## src/verilog/seq_io_pkg.sv

```systemverilog
/*
  constants for seq_io: codes, offsets, bits, counts.
  assumes a 25 MHz clock and an axi4-lite bus.
*/
package seq_io_pkg;
  // input function codes
  localparam logic [7:0] FN_POS_LIMIT   = 8'h07;
  localparam logic [7:0] FN_NEG_LIMIT   = 8'h08;
  localparam logic [7:0] FN_ABS_REL     = 8'h09;
  localparam logic [7:0] FN_EMG         = 8'h0a;
  localparam logic [7:0] FN_ALARM_RST   = 8'h0b;
  localparam logic [7:0] FN_SPEED_LO    = 8'h0c;
  localparam logic [7:0] FN_SPEED_HI    = 8'h0d;
  // output function codes
  localparam logic [7:0] FN_OUT_READY   = 8'h01;
  localparam logic [7:0] FN_OUT_ANY_LIM = 8'h14;
  localparam logic [7:0] FN_OUT_POS_LIM = 8'h26;
  localparam logic [7:0] FN_OUT_NEG_LIM = 8'h27;
  localparam logic [7:0] FN_OUT_EMG_DET = 8'h29;
  // register byte offsets
  localparam logic [7:0] REG_IN_MAP     = 8'h00;
  localparam logic [7:0] REG_OUT_MAP    = 8'h04;
  localparam logic [7:0] REG_CTRL       = 8'h08;
  localparam logic [7:0] REG_HOST_IN    = 8'h0c;
  localparam logic [7:0] REG_SOFT_POS   = 8'h10;
  localparam logic [7:0] REG_SOFT_NEG   = 8'h14;
  localparam logic [7:0] REG_POSITION   = 8'h18;
  localparam logic [7:0] REG_HOST_SPEED = 8'h1c;
  localparam logic [7:0] REG_STATUS     = 8'h20;
  localparam logic [7:0] REG_STORE_ATTR = 8'h24;
  localparam logic [7:0] REG_ALARM_SET  = 8'h28;
  // ctrl register bits
  localparam int CTRL_ROT_DIR    = 0;
  localparam int CTRL_SOFT_EN    = 1;
  localparam int CTRL_TORQUE_MD  = 2;
  localparam int CTRL_TOOL_RST   = 3;
  localparam int CTRL_KEY_HOLD   = 4;
  localparam int CTRL_SERVO_ON   = 5;
  // host input bits, map nibbles
  localparam int HOST_POS_LIM    = 0;
  localparam int HOST_NEG_LIM    = 1;
  localparam int HOST_ABS_REL    = 2;
  localparam int HOST_EMG        = 3;
  localparam int HOST_ALARM_RST  = 4;
  localparam int HOST_SPEED_LO   = 5;
  localparam int HOST_SPEED_HI   = 6;
  localparam int HOST_START      = 7;
  localparam int NUM_TERM        = 8;
  localparam logic [31:0] IN_MAP_RESET  = 32'h0000_0000;
  localparam logic [31:0] CTRL_RESET    = 32'h0000_0000;
  localparam logic [31:0] HOST_IN_RESET = 32'h0000_0000;
  localparam logic [1:0]  RESP_OKAY     = 2'h0;
  localparam logic [1:0]  RESP_SLVERR   = 2'h2;
  // key hold time for alarm clear
  localparam int CLK_HZ          = 25_000_000;
  localparam int KEY_HOLD_MS     = 1000;
  localparam int KEY_HOLD_CYC    = (CLK_HZ / 1000) * KEY_HOLD_MS;
endpackage

```

## src/verilog/seq_io.sv

```systemverilog
/*
  sequence inputs: limits, forced stop, alarm reset,
  abs/rel latch and speed choice, behind axi4-lite.
  assumes async terminal pins and a motion core;
  one clock, sync active-low reset.
*/
// Overview of operation
// [RULE1] limit inputs take input codes 7, 8
// [RULE2] unassigned limit reads asserted, no limit
// [RULE3] terminal limit normally closed, host normally open
// [RULE4] positive limit checked by direction; blocks both
// [RULE5] outputs 38, 39, 20 show limits
// [RULE6] software limit range forces stop, flags limit
// [RULE7] opposite motion allowed to leave software limit; permits ignore CTRL_ROT_DIR, so only with it clear
// [RULE8] abs/rel latched at positioning start
// [RULE9] abs/rel only for immediate starts
// [RULE10] stored entry uses host write attribute
// [RULE11] forced stop overrides everything while deasserted
// [RULE12] host stop normally open; unassigned means run
// [RULE13] stop during motion uses third torque cap
// [RULE14] ready needs servo-on and stop input asserted
// [RULE15] stop detected output code 41
// [RULE16] position/speed mode: zero speed, ignore commands
// [RULE17] torque mode: zero torque, coast
// [RULE18] stop release needs no reset, keeps position
// [RULE19] alarm clears on rising reset edge
// [RULE20] key hold one second or tool clears
// [RULE21] two speed selects choose four speeds
// [RULE22] unassigned selects use host speed words
// [RULE23] inputs synchronised before edge detection
`timescale 1ns/100ps
`default_nettype none
module seq_io #(
  parameter int KEY_HOLD_CYC = seq_io_pkg::KEY_HOLD_CYC,
  parameter int POS_W        = 32
) (
  input  wire logic                aclk,
  input  wire logic                aresetn,
  input  wire logic [7:0]          term_in,
  input  wire logic                motion_fwd,
  input  wire logic                motion_rev,
  input  wire logic                jog_fwd,
  input  wire logic                jog_rev,
  input  wire logic                start_stored,
  input  wire logic [6:0]          stored_index,
  input  wire logic [POS_W-1:0]    cur_position,
  input  wire logic                key_hold_in,
  output logic                     stop_cmd_ff,
  output logic                     zero_speed_ff,
  output logic                     zero_torque_ff,
  output logic                     torque_cap3_ff,
  output logic                     allow_fwd_ff,
  output logic                     allow_rev_ff,
  output logic                     alarm_clear_ff,
  output logic                     start_pulse_ff,
  output logic                     rel_mode_ff,
  output logic [1:0]               speed_index_ff,
  output logic                     speed_from_host_ff,
  output logic [7:0]               out_term_ff,
  input  wire logic [7:0]          s_axi_awaddr,
  input  wire logic                s_axi_awvalid,
  output logic                     s_axi_awready,
  input  wire logic [31:0]         s_axi_wdata,
  input  wire logic [3:0]          s_axi_wstrb,
  input  wire logic                s_axi_wvalid,
  output logic                     s_axi_wready,
  output logic [1:0]               s_axi_bresp,
  output logic                     s_axi_bvalid,
  input  wire logic                s_axi_bready,
  input  wire logic [7:0]          s_axi_araddr,
  input  wire logic                s_axi_arvalid,
  output logic                     s_axi_arready,
  output logic [31:0]              s_axi_rdata,
  output logic [1:0]               s_axi_rresp,
  output logic                     s_axi_rvalid,
  input  wire logic                s_axi_rready
);
  logic [31:0]      in_map_ff;   // 4 bits per function slot
  logic [31:0]      out_map_ff;  // code nibble per output pin
  logic [31:0]      ctrl_ff;
  logic [31:0]      host_in_ff;
  logic [POS_W-1:0] soft_pos_ff;
  logic [POS_W-1:0] soft_neg_ff;
  logic [31:0]      host_speed_ff;
  logic             store_attr_ff;
  logic             alarm_ff;
  logic [7:0]       sync1_ff;
  logic [7:0]       sync2_ff;
  logic [7:0]       prev_ff;
  logic [31:0]      key_cnt_ff;
  logic             key_s1_ff;
  logic             key_s2_ff;
  logic             key_done_ff;
  logic [7:0]       fn_level;   // function levels
  logic [7:0]       fn_assigned;
  logic             pos_lim_hit;
  logic             neg_lim_hit;
  logic             soft_pos_hit;
  logic             soft_neg_hit;
  logic             emg_active;
  logic             aw_hold_ff;
  logic             w_hold_ff;
  logic [7:0]       aw_addr_ff;
  logic [31:0]      w_data_ff;
  logic [3:0]       w_strb_ff;
  logic             do_write;
  logic             pos_travel;
  logic             neg_travel;

  // two-flop synchroniser on terminal pins
  always_ff @(posedge aclk) begin
    if (!aresetn) begin
      sync1_ff <= 8'h00;
      sync2_ff <= 8'h00;
      key_s1_ff <= 1'b0;
      key_s2_ff <= 1'b0;
    end else begin
      sync1_ff <= term_in;  // [RULE23]
      sync2_ff <= sync1_ff;
      key_s1_ff <= key_hold_in;
      key_s2_ff <= key_s1_ff;
    end
  end

  // route functions to pins (nibble = pin+1)
  always_comb begin
    logic [3:0] sel;
    logic       term_lvl;
    logic       host_lvl;
    sel = 4'h0;
    term_lvl = 1'b0;
    host_lvl = 1'b0;
    for (int f = 0; f < seq_io_pkg::NUM_TERM; f++) begin
      sel = in_map_ff[f*4 +: 4];
      host_lvl = host_in_ff[f];
      term_lvl = (sel != 4'h0) ? sync2_ff[3'(sel - 4'h1)] : 1'b0;
      fn_assigned[f] = (sel != 4'h0);
      case (f)
        seq_io_pkg::HOST_POS_LIM, seq_io_pkg::HOST_NEG_LIM,
        seq_io_pkg::HOST_EMG: begin
          // level 1 = run; terminal is nc, host is no
          if (sel == 4'h0)
            fn_level[f] = !host_lvl; // [RULE2] [RULE3] [RULE12]
          else
            fn_level[f] = term_lvl;  // [RULE1]
        end
        default:
          fn_level[f] = (sel != 4'h0) ? term_lvl : host_lvl; // [RULE9]
      endcase
    end
  end

  // direction setting flips positive sense
  assign pos_travel = ctrl_ff[seq_io_pkg::CTRL_ROT_DIR] ?
                      (motion_rev | jog_rev) : (motion_fwd | jog_fwd);
  assign neg_travel = ctrl_ff[seq_io_pkg::CTRL_ROT_DIR] ?
                      (motion_fwd | jog_fwd) : (motion_rev | jog_rev);
  assign pos_lim_hit = !fn_level[seq_io_pkg::HOST_POS_LIM];
  assign neg_lim_hit = !fn_level[seq_io_pkg::HOST_NEG_LIM];
  assign emg_active  = !fn_level[seq_io_pkg::HOST_EMG];
  assign soft_pos_hit = ctrl_ff[seq_io_pkg::CTRL_SOFT_EN] &&
                        ($signed(cur_position) > $signed(soft_pos_ff));
  assign soft_neg_hit = ctrl_ff[seq_io_pkg::CTRL_SOFT_EN] &&
                        ($signed(cur_position) < $signed(soft_neg_ff));

  // stop and permits; forced stop wins
  always_ff @(posedge aclk) begin
    if (!aresetn) begin
      stop_cmd_ff    <= 1'b1;
      zero_speed_ff  <= 1'b0;
      zero_torque_ff <= 1'b0;
      torque_cap3_ff <= 1'b0;
      allow_fwd_ff   <= 1'b0;
      allow_rev_ff   <= 1'b0;
    end else begin
      zero_speed_ff  <= emg_active &&
                        !ctrl_ff[seq_io_pkg::CTRL_TORQUE_MD]; // [RULE16]
      zero_torque_ff <= emg_active &&
                        ctrl_ff[seq_io_pkg::CTRL_TORQUE_MD];  // [RULE17]
      // third cap while stop or limit active
      torque_cap3_ff <= emg_active || pos_lim_hit || neg_lim_hit; // [RULE13]
      if (emg_active) begin
        stop_cmd_ff  <= 1'b1;  // [RULE11]
        allow_fwd_ff <= 1'b0;
        allow_rev_ff <= 1'b0;
      end else if (pos_lim_hit && neg_travel) begin
        // positive limit seen during negative travel: lock both ways
        stop_cmd_ff  <= 1'b1;  // [RULE4]
        allow_fwd_ff <= 1'b0;
        allow_rev_ff <= 1'b0;
      end else begin
        // released stop resumes with no alarm reset [RULE18]
        stop_cmd_ff  <= (pos_lim_hit && pos_travel) ||
                        (neg_lim_hit && neg_travel) ||
                        (soft_pos_hit && pos_travel) ||
                        (soft_neg_hit && neg_travel); // [RULE6]
        allow_fwd_ff <= !(pos_lim_hit || soft_pos_hit); // [RULE7]
        allow_rev_ff <= !(neg_lim_hit || soft_neg_hit); // [RULE7]
      end
    end
  end

  // start pulse, abs/rel latch and speed choice
  always_ff @(posedge aclk) begin
    if (!aresetn) begin
      prev_ff            <= 8'h00;
      start_pulse_ff     <= 1'b0;
      rel_mode_ff        <= 1'b0;
      speed_index_ff     <= 2'h0;
      speed_from_host_ff <= 1'b0;
    end else begin
      prev_ff <= fn_level;
      start_pulse_ff <= (fn_level[seq_io_pkg::HOST_START] &&
                         !prev_ff[seq_io_pkg::HOST_START]) ||
                        start_stored;
      if (start_stored && stored_index != 7'h00) begin
        rel_mode_ff <= store_attr_ff;  // [RULE10]
      end else if (fn_level[seq_io_pkg::HOST_START] &&
                   !prev_ff[seq_io_pkg::HOST_START]) begin
        rel_mode_ff <= fn_level[seq_io_pkg::HOST_ABS_REL]; // [RULE8]
        speed_index_ff <= {fn_level[seq_io_pkg::HOST_SPEED_HI],
                           fn_level[seq_io_pkg::HOST_SPEED_LO]}; // [RULE21]
        speed_from_host_ff <= !(fn_assigned[seq_io_pkg::HOST_SPEED_LO] ||
                              fn_assigned[seq_io_pkg::HOST_SPEED_HI]); // [RULE22]
      end
    end
  end

  // key hold counter
  always_ff @(posedge aclk) begin
    if (!aresetn) begin
      key_cnt_ff  <= 32'h0000_0000;
      key_done_ff <= 1'b0;
    end else if (!key_s2_ff) begin
      key_cnt_ff  <= 32'h0000_0000;
      key_done_ff <= 1'b0;
    end else if (key_cnt_ff == 32'(KEY_HOLD_CYC - 1)) begin
      key_done_ff <= 1'b1;  // [RULE20]
    end else begin
      key_cnt_ff <= key_cnt_ff + 32'h0000_0001;
    end
  end

  // alarm flag: set wins over the clear paths
  always_ff @(posedge aclk) begin
    if (!aresetn) begin
      alarm_ff       <= 1'b0;
      alarm_clear_ff <= 1'b0;
    end else begin
      alarm_clear_ff <= (fn_level[seq_io_pkg::HOST_ALARM_RST] &&
                         !prev_ff[seq_io_pkg::HOST_ALARM_RST]) ||
                        (!key_done_ff &&
                         key_cnt_ff == 32'(KEY_HOLD_CYC - 1)) ||
                        (do_write && aw_addr_ff == seq_io_pkg::REG_CTRL &&
                         w_data_ff[seq_io_pkg::CTRL_TOOL_RST]); // [RULE19]
      if (do_write && aw_addr_ff == seq_io_pkg::REG_ALARM_SET)
        alarm_ff <= 1'b1;
      else if (alarm_clear_ff)
        alarm_ff <= 1'b0;  // [RULE20]
    end
  end

  // output pins pick a status by code
  always_ff @(posedge aclk) begin
    if (!aresetn) begin
      out_term_ff <= 8'h00;
    end else begin
      for (int i = 0; i < 8; i++) begin
        case (out_map_ff[i*4 +: 4])
          4'h1: out_term_ff[i] <= ctrl_ff[seq_io_pkg::CTRL_SERVO_ON] &&
                                  !emg_active;      // [RULE14]
          4'h2: out_term_ff[i] <= pos_lim_hit;       // [RULE5]
          4'h3: out_term_ff[i] <= neg_lim_hit;       // [RULE5]
          4'h4: out_term_ff[i] <= pos_lim_hit || neg_lim_hit ||
                                  soft_pos_hit || soft_neg_hit; // [RULE5]
          4'h5: out_term_ff[i] <= emg_active;        // [RULE15]
          4'h6: out_term_ff[i] <= alarm_ff;
          default: out_term_ff[i] <= 1'b0;
        endcase
      end
    end
  end

  // axi write channel: address and data in either order
  assign do_write = aw_hold_ff && w_hold_ff && !s_axi_bvalid;
  always_ff @(posedge aclk) begin
    if (!aresetn) begin
      aw_hold_ff    <= 1'b0;
      w_hold_ff     <= 1'b0;
      aw_addr_ff    <= 8'h00;
      w_data_ff     <= 32'h0000_0000;
      w_strb_ff     <= 4'h0;
      s_axi_awready <= 1'b0;
      s_axi_wready  <= 1'b0;
      s_axi_bvalid  <= 1'b0;
      s_axi_bresp   <= seq_io_pkg::RESP_OKAY;
    end else begin
      s_axi_awready <= !aw_hold_ff && !s_axi_awready && s_axi_awvalid;
      s_axi_wready  <= !w_hold_ff && !s_axi_wready && s_axi_wvalid;
      if (s_axi_awvalid && s_axi_awready) begin
        aw_hold_ff <= 1'b1;
        aw_addr_ff <= {s_axi_awaddr[7:2], 2'b00};
      end
      if (s_axi_wvalid && s_axi_wready) begin
        w_hold_ff <= 1'b1;
        w_data_ff <= s_axi_wdata;
        w_strb_ff <= s_axi_wstrb;
      end
      if (do_write) begin
        aw_hold_ff   <= 1'b0;
        w_hold_ff    <= 1'b0;
        s_axi_bvalid <= 1'b1;
        s_axi_bresp  <= (aw_addr_ff > seq_io_pkg::REG_ALARM_SET ||
                         aw_addr_ff == seq_io_pkg::REG_STATUS ||
                         aw_addr_ff == seq_io_pkg::REG_POSITION) ?
                        seq_io_pkg::RESP_SLVERR : seq_io_pkg::RESP_OKAY;
      end else if (s_axi_bvalid && s_axi_bready) begin
        s_axi_bvalid <= 1'b0;
      end
    end
  end

  // register storage; strobes honoured per byte lane
  always_ff @(posedge aclk) begin
    if (!aresetn) begin
      in_map_ff     <= seq_io_pkg::IN_MAP_RESET;
      out_map_ff    <= 32'h0000_0000;
      ctrl_ff       <= seq_io_pkg::CTRL_RESET;
      host_in_ff    <= seq_io_pkg::HOST_IN_RESET;
      soft_pos_ff   <= '0;
      soft_neg_ff   <= '0;
      host_speed_ff <= 32'h0000_0000;
      store_attr_ff <= 1'b0;
    end else if (do_write) begin
      for (int b = 0; b < 4; b++) begin
        if (w_strb_ff[b]) begin
          case (aw_addr_ff)
            seq_io_pkg::REG_IN_MAP:  in_map_ff[b*8 +: 8]  <= w_data_ff[b*8 +: 8];
            seq_io_pkg::REG_OUT_MAP: out_map_ff[b*8 +: 8] <= w_data_ff[b*8 +: 8];
            seq_io_pkg::REG_CTRL:    ctrl_ff[b*8 +: 8]    <= w_data_ff[b*8 +: 8];
            seq_io_pkg::REG_HOST_IN: host_in_ff[b*8 +: 8] <= w_data_ff[b*8 +: 8];
            seq_io_pkg::REG_SOFT_POS: soft_pos_ff[b*8 +: 8] <= w_data_ff[b*8 +: 8];
            seq_io_pkg::REG_SOFT_NEG: soft_neg_ff[b*8 +: 8] <= w_data_ff[b*8 +: 8];
            seq_io_pkg::REG_HOST_SPEED:
              host_speed_ff[b*8 +: 8] <= w_data_ff[b*8 +: 8];
            seq_io_pkg::REG_STORE_ATTR:
              if (b == 0) store_attr_ff <= w_data_ff[0]; // [RULE10]
            default: ;
          endcase
        end
      end
    end
  end

  // axi read channel, one cycle after the address is taken
  always_ff @(posedge aclk) begin
    if (!aresetn) begin
      s_axi_arready <= 1'b0;
      s_axi_rvalid  <= 1'b0;
      s_axi_rdata   <= 32'h0000_0000;
      s_axi_rresp   <= seq_io_pkg::RESP_OKAY;
    end else begin
      s_axi_arready <= !s_axi_arready && !s_axi_rvalid && s_axi_arvalid;
      if (s_axi_arvalid && s_axi_arready) begin
        s_axi_rvalid <= 1'b1;
        s_axi_rresp  <= seq_io_pkg::RESP_OKAY;
        case ({s_axi_araddr[7:2], 2'b00})
          seq_io_pkg::REG_IN_MAP:     s_axi_rdata <= in_map_ff;
          seq_io_pkg::REG_OUT_MAP:    s_axi_rdata <= out_map_ff;
          seq_io_pkg::REG_CTRL:       s_axi_rdata <= ctrl_ff;
          seq_io_pkg::REG_HOST_IN:    s_axi_rdata <= host_in_ff;
          seq_io_pkg::REG_SOFT_POS:   s_axi_rdata <= 32'(soft_pos_ff);
          seq_io_pkg::REG_SOFT_NEG:   s_axi_rdata <= 32'(soft_neg_ff);
          seq_io_pkg::REG_POSITION:   s_axi_rdata <= 32'(cur_position);
          seq_io_pkg::REG_HOST_SPEED: s_axi_rdata <= host_speed_ff;
          seq_io_pkg::REG_STATUS:
            s_axi_rdata <= {22'h0, alarm_ff, stop_cmd_ff, fn_level};
          seq_io_pkg::REG_STORE_ATTR: s_axi_rdata <= {31'h0, store_attr_ff};
          seq_io_pkg::REG_ALARM_SET:  s_axi_rdata <= {31'h0, alarm_ff};
          default: begin
            s_axi_rdata <= 32'h0000_0000;
            s_axi_rresp <= seq_io_pkg::RESP_SLVERR;
          end
        endcase
      end else if (s_axi_rvalid && s_axi_rready) begin
        s_axi_rvalid <= 1'b0;
      end
    end
  end
endmodule // seq_io
`default_nettype wire

```

## config.mk

```make
export PLATFORM = sky130hd
export DESIGN_NAME = seq_io
export DESIGN_NICKNAME = d
export VERILOG_FILES = /design/src/verilog/seq_io_pkg.sv /design/src/verilog/seq_io.sv
export SDC_FILE = /design/constraint.sdc
export NUM_CORES = 1
export LEC_CHECK = 0
export BUFFER_PORTS_ARGS = -buffer_cell sky130_fd_sc_hd__buf_2
export CAP_MARGIN = 10
export CORE_UTILIZATION = 25
export DETAILED_ROUTE_END_ITERATION = 12
export PLACE_DENSITY = 0.37
export SYNTH_ARGS = -nofsm -noshare
export SYNTH_HDL_FRONTEND = slang
export SYNTH_SLANG_ARGS = --single-unit
```

## constraint.sdc

```tcl
create_clock -name aclk -period 5.7 [get_ports aclk]
set_clock_uncertainty 0.2 [all_clocks]
set_input_delay 0.285 -clock aclk [delete_from_list [all_inputs] [get_ports aclk]]
set_output_delay 0.285 -clock aclk [all_outputs]
set_load 0.02 [all_outputs]
```

==> results of run 1 <==
==> metrics by stage <==
stage	util [%]	instance area, um2	cells	setup WS, ns
6_report	30.95	22240	3314	1.692
5_1_grt	30.95	22240	3314	1.492
4_1_cts	30.94	22230	3313	1.765
3_5_place_dp	27.81	19990	3162	1.741
3_3_place_gp	27.81	19990	3162	1.796
2_1_floorplan	-	18270	2166	2.967
==> placed cells by master, fill, tap and decap left out, drive strengths merged, types with 12 or more instances in the layout <==
cell         Yosys  layout
nor2           258     258
and2            25      25
a221oi          33      33
nand3          132     132
nor3            28      28
mux4            16      16
a31oi           29      29
clkbuf         139      64
a22oi           66      66
dlygate4sd3      0      69
mux2i          139     139
buf             11     197
nand2          260     260
xor2            19      19
clkinv           0      12
ha              80      80
dfxtp          382     382
xnor2           15      15
a21oi          216     216
o21ai           42      42
a22o            31      31
nand4           30      30
inv             95      97
==> worst reg2reg max path: cells and delay by family, from the launching register on <==
kind / cells / cell delay, ns
AO/OA/AOI/OAI: 2 / 0.27
adder cells (fa/ha/maj): 1 / 0.44
buffers and inverters: 3 / 0.64
flip-flops: 1 / 0.34
AND/OR/NAND/NOR: 5 / 1.99
==> worst max-delay path by stage <==
stage	to	slack, ns
after global routing	out_term_ff[1]$_SDFF_PN0_	1.49
final	out_term_ff[1]$_SDFF_PN0_	1.69
after CTS	out_term_ff[1]$_SDFF_PN0_	1.76
after detailed placement	out_term_ff[1]$_SDFF_PN0_	1.74
after global placement	out_term_ff[1]$_SDFF_PN0_	1.80
after floorplan	out_term_ff[3]$_SDFF_PN0_	2.97
==> metal layers <==
layer	up-vias	routed length, um	GRT usage [%]
li1	7962	-	-
met1	8089	33040	25.45
met2	371	32450	30.37
met3	76	2878	2.477
met4	0	1389	4.923
met5	-	0	0
==> kinds of logic (layout without fill, tap and decap cells) <==
group / Yosys count / in the layout / synth area share (%)
AO/OA/AOI/OAI: 464 / 464 / 16.17
XOR/XNOR: 34 / 34 / 1.630
adder cells (fa/ha/maj): 80 / 80 / 5.479
buffers and inverters: 245 / 443 / 5.253
flip-flops: 382 / 382 / 41.86
multiplexers: 163 / 163 / 10.15
other: 1 / 2 / 0.02053
AND/OR/NAND/NOR: 796 / 796 / 19.44
==> state kept, by name (all words and copies together) (netlist names), 2 cells and up <==
register	cells
ctrl_ff	32
host_in_ff	32
host_speed_ff	32
in_map_ff	32
key_cnt_ff	32
out_map_ff	32
s_axi_rdata	32
soft_neg_ff	32
soft_pos_ff	32
w_data_ff	32
out_term_ff	8
sync1_ff	8
sync2_ff	8
aw_addr_ff	6
w_strb_ff	4
prev_ff	2
speed_index_ff	2
==> report_power, final <==
group / switching, uW / internal (uW) / leakage [uW]
logic: 190 / 118 / 0.00419
clock network: 1250 / 1800 / 0.000771
registers: 39.5 / 2690 / 0.00308
==> layout make-up <==
type                    instances  area [um2]
clock buffers                  64        1351
clock inverters                18       201.4
fillers                      7691       49620
inverters                      95       364.1
multi-input cells            1539        9717
flip-flops and latches        382        7647
well taps                     950        1189
repair buffers                266        1767
==> repair_timing <==
action                                  4_1_cts  5_1_grt
endpoints found under the setup margin        0        0
endpoints found under the hold margin        63        0
gates resized for setup                       0        0
hold buffers                                 69        0
==> impl_metrics.toml, run 1 <==
[status]
status = "complete, no violations"

[placement]
hpwl_um = 47190
gp_congestion = 0.7975
port_buffers = 166

[power]
p_leak_uw = 0.008048
power.density_mw_per_mm2 = 273.9
peakVddDrop_uv = 161.9
total_power_uw = 6090

[worst_hold_path]
hp-start = "cur_position[11]"
hold_path_class = "in2reg"
hold_end = "s_axi_rdata[11]$_SDFFE_PN0P_"
hold_depth = 5

[setup_path]
path_delay_family = "simple AND/OR/NAND/NOR gates"
crit_required_ns = 5.97
cp-end-kind = "flip-flop"
worst-r2r-setup-slack_ns = 1.69
crit_chain = "inv_1 > ha_1 > nand4_1 > nor4_1 > buf_4 > a31oi_1 > or3b_1 > nand4_2 > nor2_1 > buf_4 > o211ai_1"
cpMaxStageDelayCell = "nor2_1"
crit_fanout = 5
critPathMostFrequentCell = "buf_4"
reg2reg_to = "out_term_ff[1]$_SDFF_PN0_"
startpoint_type = "flip-flop"
worst-endpoint-arrival_ns = 4.28
r2r_start = "soft_pos_ff[31]$_SDFFE_PN0P_"
reg2reg_depth = 11
cp.depth = 11
path_buf_inv = 3
critical_path_class = "reg2reg"
crit_path_start = "soft_pos_ff[31]$_SDFFE_PN0P_"
slowest_delay_ns = 0.68

[cts]
cts.sinks = 382
cts.clk_slew.worst_paths_ns = 0.06
clock-root-buffer = "clkbuf_16"
cts_tree = "yes"
clk_path_buf_depth = 3
insertion_delay_ns = 0.60
post_cts_buffers = 0
cts_buffers = 48
htree_levels = 2

[sta]
slew_viol_final = 0
setup_violations = 0
max_freq_ghz = 0.2495
finalSetupTns_ns = 0
timing.final.crit_share_pct = 70.32
timing.hold.ws_ns = 0.01775
period_minus_slack_ns = 4.008
rsz0062_at_grt = "no"
slew_headroom_pct = 22.31
tightestPinTransition_ns = 1.163
final_hold_viol_count = 0

[floorplan]
io_pins = 173
dieWidth_um = 272.3
coreArea_mm2 = 0.07185
initial_core_util_pct = 25.43
dieArea_mm2 = 0.07417
row_count = 98
die_y_um = 272.3

[yosys]
synthTopCellsByArea = "dfxtp_1 42%, mux2i_1 7.6%, a21oi_1 5.9%"
syn_area_per_cell_um2 = 8.439
yosysMostFrequentCell = "dfxtp_1"
ys.flop_type = "dfxtp_1"
synth_top_area_cell = "dfxtp_1"
ys_seq_area_share_pct = 41.86
synth_area_mm2 = 0.01827
synthTopCellsByCount = "382 x dfxtp_1, 260 x nand2_1, 258 x nor2_1"
synth_top_area_share_pct = 41.86
synthArstFlopShare_pct = 0
yosysWarningCount = 0
syn_inst = 2165
synth_edf_count = 0
synth_cell_types = 70
ys_seq_elements = 382

[grt]
grt_pass1_wl_um = 104700
track_usage_pct = 18.55
grt_max_degree = 179
grt_pass1_vias = 16140
overflow = 0
antenna_found_initial = 1

[routing]
postRouteWirelength_um = 69760
dr.pass1.iters = 5
postRouteAntennaNets = 0
drc = 0
avgRoutedWirePerCell_um = 21.05
vias = 16500
via_per_inst = 4.978
drt_iter0_markers = 1069

[layout]
drive_above_1_share_pct = 13.62
nets = 2524
diodes = 0
area_growth_syn_to_layout_pct = 21.71

[run]
drv_cap = 0
No activity file was read; power rests on OpenSTA's default activity.
==> inputs of run 2 (changes only) <==
Clock period 5.7 ns to 4.15 ns, I/O delays scaled along.
==> impl_metrics.toml, run 2 (same netlist as run 1, synthesis figures left out) <==
[cts]
cts_tree = "yes"
clock-root-buffer = "clkbuf_16"
insertion_delay_ns = 0.60
clk_path_buf_depth = 3
htree_levels = 2
post_cts_buffers = 0
cts_resized = 0
cts.clk_slew.worst_paths_ns = 0.06
cts_hold_buf = 93
cts.sinks = 382
cts_buffers = 48

[grt]
grt_max_degree = 149
track_usage_pct = 18.73
grt_pass1_vias = 16370
antenna_found_initial = 0
overflow = 0
grt_pass1_wl_um = 105400

[setup_path]
startpoint_type = "flip-flop"
reg2reg_depth = 11
critical_path_class = "reg2reg"
crit_path_start = "soft_pos_ff[31]$_SDFFE_PN0P_"
cp-end-kind = "flip-flop"
crit_fanout = 5
r2r_start = "soft_pos_ff[31]$_SDFFE_PN0P_"
worst-endpoint-arrival_ns = 3.85
crit_required_ns = 4.42

[layout]
fillerInstances = 7634
seq_area_mm2 = 0.007647
drive_above_1_share_pct = 13.97
layout_common_cells = "382 x dfxtp_1, 260 x nand2_1, 251 x nor2_1"
fin_util_pct = 31.42
area_growth_syn_to_layout_pct = 23.58
diodes = 0
multi_input_area_mm2 = 0.009712
mostFrequentLayoutCell = "dfxtp_1"
nets = 2565

[routing]
postRouteWirelength_um = 70340
postRouteAntennaNets = 0
dr.pass1.iters = 5
vias = 16540
via_per_inst = 4.927
drc = 0
drt_iter0_markers = 1019
avgRoutedWirePerCell_um = 20.96

[power]
power.density_mw_per_mm2 = 367.3
p_leak_uw = 0.008229
total_power_uw = 8292
clkPwrFrac_pct = 49.4
peakVddDrop_uv = 181.2
switchingPower_uw = 2048
intPower_uw = 6244
pwr-share-seq_pct = 45.2
swShare_pct = 24.70
p_comb_share_pct = 5.4

[worst_hold_path]
hold_path_class = "in2reg"
hold_depth = 5
hp-start = "cur_position[25]"

[floorplan]
row_count = 98
dieWidth_um = 272.3
initial_core_util_pct = 25.43
coreArea_mm2 = 0.07185
io_pins = 173
die_y_um = 272.3
dieArea_mm2 = 0.07417

[sta]
timing.hold.ws_ns = 0.04256
setup_violations = 0
finalSetupTns_ns = 0
period_minus_slack_ns = 3.573
tightestPinTransition_ns = 1.072
max_freq_ghz = 0.2799
timing.final.crit_share_pct = 86.10
rsz0062_at_grt = "no"
final_hold_viol_count = 0
slew_headroom_pct = 28.55
slew_viol_final = 0

[status]
status = "complete, no violations"

[run]
drv_cap = 0

[placement]
hpwl_um = 48260
port_buffers = 166
gp_congestion = 0.7890
[run 2: cell types whose count changed in the layout (fill, tap and decap cells not counted), sizes merged]
cell | before | now
dlygate4sd3 | 69 | 93
buf | 197 | 214
clkbuf | 64 | 69
bufinv | 3 | 1
clkinv | 12 | 10
[run 2: power groups by stage]
stage	sequential (uW)	combinational (uW)	clock [uW]
global placement	3830	383	0
finish	3750	445	4100
global route	3750	491	4380
CTS	3750	449	4220
floorplan	3790	225	0
detailed placement	3830	386	0
[run 2: through the flow]
stage	std cells	instance area (um2)	setup slack [ns]
floorplan	2166	18270	1.417
global placement	3179	20110	0.8186
detailed placement	3179	20110	0.7672
CTS	3355	22550	0.6101
global route	3356	22580	0.3604
finish	3356	22580	0.5769
[run 2: path summary, 6_finish.rpt]
| check | to | slack (ns) |
|---|---|---|
| worst min register to register | sync2_ff[6]$_SDFF_PN0_ | 0.23 |
| worst max-delay path | stop_cmd_ff$_SDFF_PP1_ | 0.58 |
| worst min-delay path | s_axi_rdata[25]$_SDFFE_PN0P_ | 0.04 |
| worst max register to register | stop_cmd_ff$_SDFF_PP1_ | 0.58 |
[run 2: layout make-up]
cell class / count / share of cell area (%)
clock buffer: 69 / 6.112
clock inverter: 14 / 0.5819
inverter: 95 / 1.613
multi-input combinational: 1539 / 43.01
sequential: 382 / 33.87
tap: 950 / 5.265
timing repair buffer: 307 / 9.543
[run 2: critical path: stages (launching register included)]
cell and delay [ns]:
dfxtp_1 0.34, inv_1 0.05, ha_1 0.42, nand4_1 0.22
nor4_1 0.48, buf_4 0.27, a31oi_1 0.15, or3b_1 0.23
nand4_2 0.25, a21oi_1 0.23, nand2_1 0.06, dlygate4sd3_1 0.54
[run 2: layer usage]
| layer | GRT usage, % | routed length, um | part of all wire, % |
|---|---|---|---|
| met4 | 5.884 | 1857 | 2.6 |
| met1 | 25.04 | 32500 | 46 |
| met2 | 30.82 | 32720 | 47 |
| met5 | 0 | 0 | 0 |
| met3 | 2.795 | 3261 | 4.6 |
==> inputs of run 3 (changes only) <==
Settings changed: MAX_ROUTING_LAYER set to met4.
Clock period 4.15 ns to 4.2 ns, I/O delays scaled along.
==> impl_metrics.toml, run 3 (same netlist as run 1, synthesis figures left out) <==
[layout]
area_growth_syn_to_layout_pct = 23.33
mostFrequentLayoutCell = "dfxtp_1"
nets = 2560
fin_util_pct = 31.36
drive_above_1_share_pct = 14.02
layout_common_cells = "382 x dfxtp_1, 260 x nand2_1, 251 x nor2_1"

[worst_hold_path]
hp-start = "cur_position[26]"
hold_path_class = "in2reg"
hold_end = "s_axi_rdata[26]$_SDFFE_PN0P_"
hold_depth = 5

[sta]
period_minus_slack_ns = 3.650
slew_viol_final = 0
timing.hold.ws_ns = 0.02582
timing.final.crit_share_pct = 86.91
rsz0062_at_grt = "no"
final_hold_viol_count = 0
setup_slack_ns = 0.5497
tightestPinTransition_ns = 1.129
slew_headroom_pct = 24.53
max_freq_ghz = 0.2740
finalSetupTns_ns = 0
setup_violations = 0

[setup_path]
crit_required_ns = 4.49
slowest_delay_ns = 0.55
startpoint_type = "flip-flop"
r2r_start = "soft_pos_ff[31]$_SDFFE_PN0P_"
reg2reg_to = "stop_cmd_ff$_SDFF_PP1_"
critical_path_class = "reg2reg"
cpMaxStageDelayCell = "nor4_1"
worst-endpoint-arrival_ns = 3.94
worst-r2r-setup-slack_ns = 0.55
crit_chain = "inv_1 > ha_1 > nand4_1 > nor4_1 > buf_4 > a31oi_1 > or3b_1 > nand4_2 > a21oi_1 > nand2_1 > dlygate4sd3_1"
crit_fanout = 5
cp-end-kind = "flip-flop"
reg2reg_depth = 11

[floorplan]
row_count = 98
dieArea_mm2 = 0.07417
coreArea_mm2 = 0.07185
initial_core_util_pct = 25.43
io_pins = 173
die_y_um = 272.3
dieWidth_um = 272.3

[power]
swShare_pct = 24.30
power.density_mw_per_mm2 = 363.0
peakVddDrop_uv = 231.7
intPower_uw = 6191
p_leak_uw = 0.008212
total_power_uw = 8179
p_comb_share_pct = 5.4
clkPwrFrac_pct = 49.4
pwr-share-seq_pct = 45.3
switchingPower_uw = 1987

[routing]
via_per_inst = 4.941
avgRoutedWirePerCell_um = 20.80
dr.pass1.iters = 6
vias = 16580
postRouteAntennaNets = 0
drc = 0
drt_iter0_markers = 1054
postRouteWirelength_um = 69800

[cts]
clock-root-buffer = "clkbuf_16"
clk_path_buf_depth = 3
cts_tree = "yes"
insertion_delay_ns = 0.60
cts.clk_slew.worst_paths_ns = 0.06
post_cts_buffers = 0
htree_levels = 2
cts_buffers = 48
cts.sinks = 382

[grt]
grt_max_degree = 131
grt_pass1_wl_um = 104100
grt_pass1_vias = 16060
track_usage_pct = 19.09
overflow = 0
antenna_found_initial = 0

[placement]
hpwl_um = 47940
gp_congestion = 0.8163
place_ws_ns = 0.8356
port_buffers = 166

[status]
status = "complete, no violations"

[run]
drv_cap = 0
## run 3: changes by cell type in the layout (fill, tap and decap cells not counted), moves of 2 or more
cell and delta:
buf_4 -3, clkbuf_1 -3, clkinv_2 +6, diode_2 +2
## run 3: power by group through the flow
stage | clock (uW) | sequential, uW | combinational [uW]
floorplan | 0 | 3750 | 222
global placement | 0 | 3780 | 379
detailed placement | 0 | 3780 | 383
CTS | 4170 | 3700 | 445
global route | 4300 | 3710 | 483
finish | 4040 | 3700 | 438
## run 3: final cells by class
type                       instances  area (um2)
timing repair buffer             302        2095
multi-input combinational       1539        9712
antenna                            2       5.005
sequential                       382        7647
inverter                          95       364.1
clock inverter                    18       126.4
fill                            7672       49320
tap                              950        1189
clock buffer                      67        1394
## run 3: routing by layer
layer | vias up | track usage, % | share of wire [%]
met5 | - | - | 0
met4 | 0 | 5.544 | 2.5
met3 | 98 | 2.010 | 4.1
met2 | 402 | 30.82 | 47
met1 | 8048 | 25.07 | 47
li1 | 8029 | - | -
## run 3: worst max-delay path by stage
| stage | startpoint | end | slack [ns] | cells past startpoint |
|---|---|---|---|---|
| 2_1_floorplan | soft_pos_ff[31]$_SDFFE_PN0P_ | out_term_ff[3]$_SDFF_PN0_ | 1.47 | 10 |
| 3_3_place_gp | soft_pos_ff[31]$_SDFFE_PN0P_ | out_term_ff[7]$_SDFF_PN0_ | 0.89 | 10 |
| 3_5_place_dp | soft_neg_ff[2]$_SDFFE_PN0P_ | out_term_ff[3]$_SDFF_PN0_ | 0.84 | 10 |
| 4_1_cts | soft_pos_ff[31]$_SDFFE_PN0P_ | stop_cmd_ff$_SDFF_PP1_ | 0.66 | 11 |
| 5_1_grt | soft_pos_ff[31]$_SDFFE_PN0P_ | stop_cmd_ff$_SDFF_PP1_ | 0.42 | 11 |
| 6_report | soft_pos_ff[31]$_SDFFE_PN0P_ | stop_cmd_ff$_SDFF_PP1_ | 0.55 | 11 |
## run 3: repair_timing
item | CTS | global route
hold buffers | 92 | 0
endpoints found under the hold margin | 78 | 0
resized for setup | 0 | 0
## run 3: per-stage QoR
stage	cell area [um2]	std cells
floorplan	18270	2166
global placement	20090	3176
detailed placement	20090	3176
CTS	22530	3353
global route	22530	3353
finish	22530	3355
## run 3: worst max-delay path, delay by kind of cell (launching register included)
kind                       cells  cell delay, ns
DFF                            1            0.35
adders and majority gates      1            0.43
and+or+nand+nor                5            1.32
AOI/OAI and AO/OA              2            0.37
buffers and inverters          3            0.89
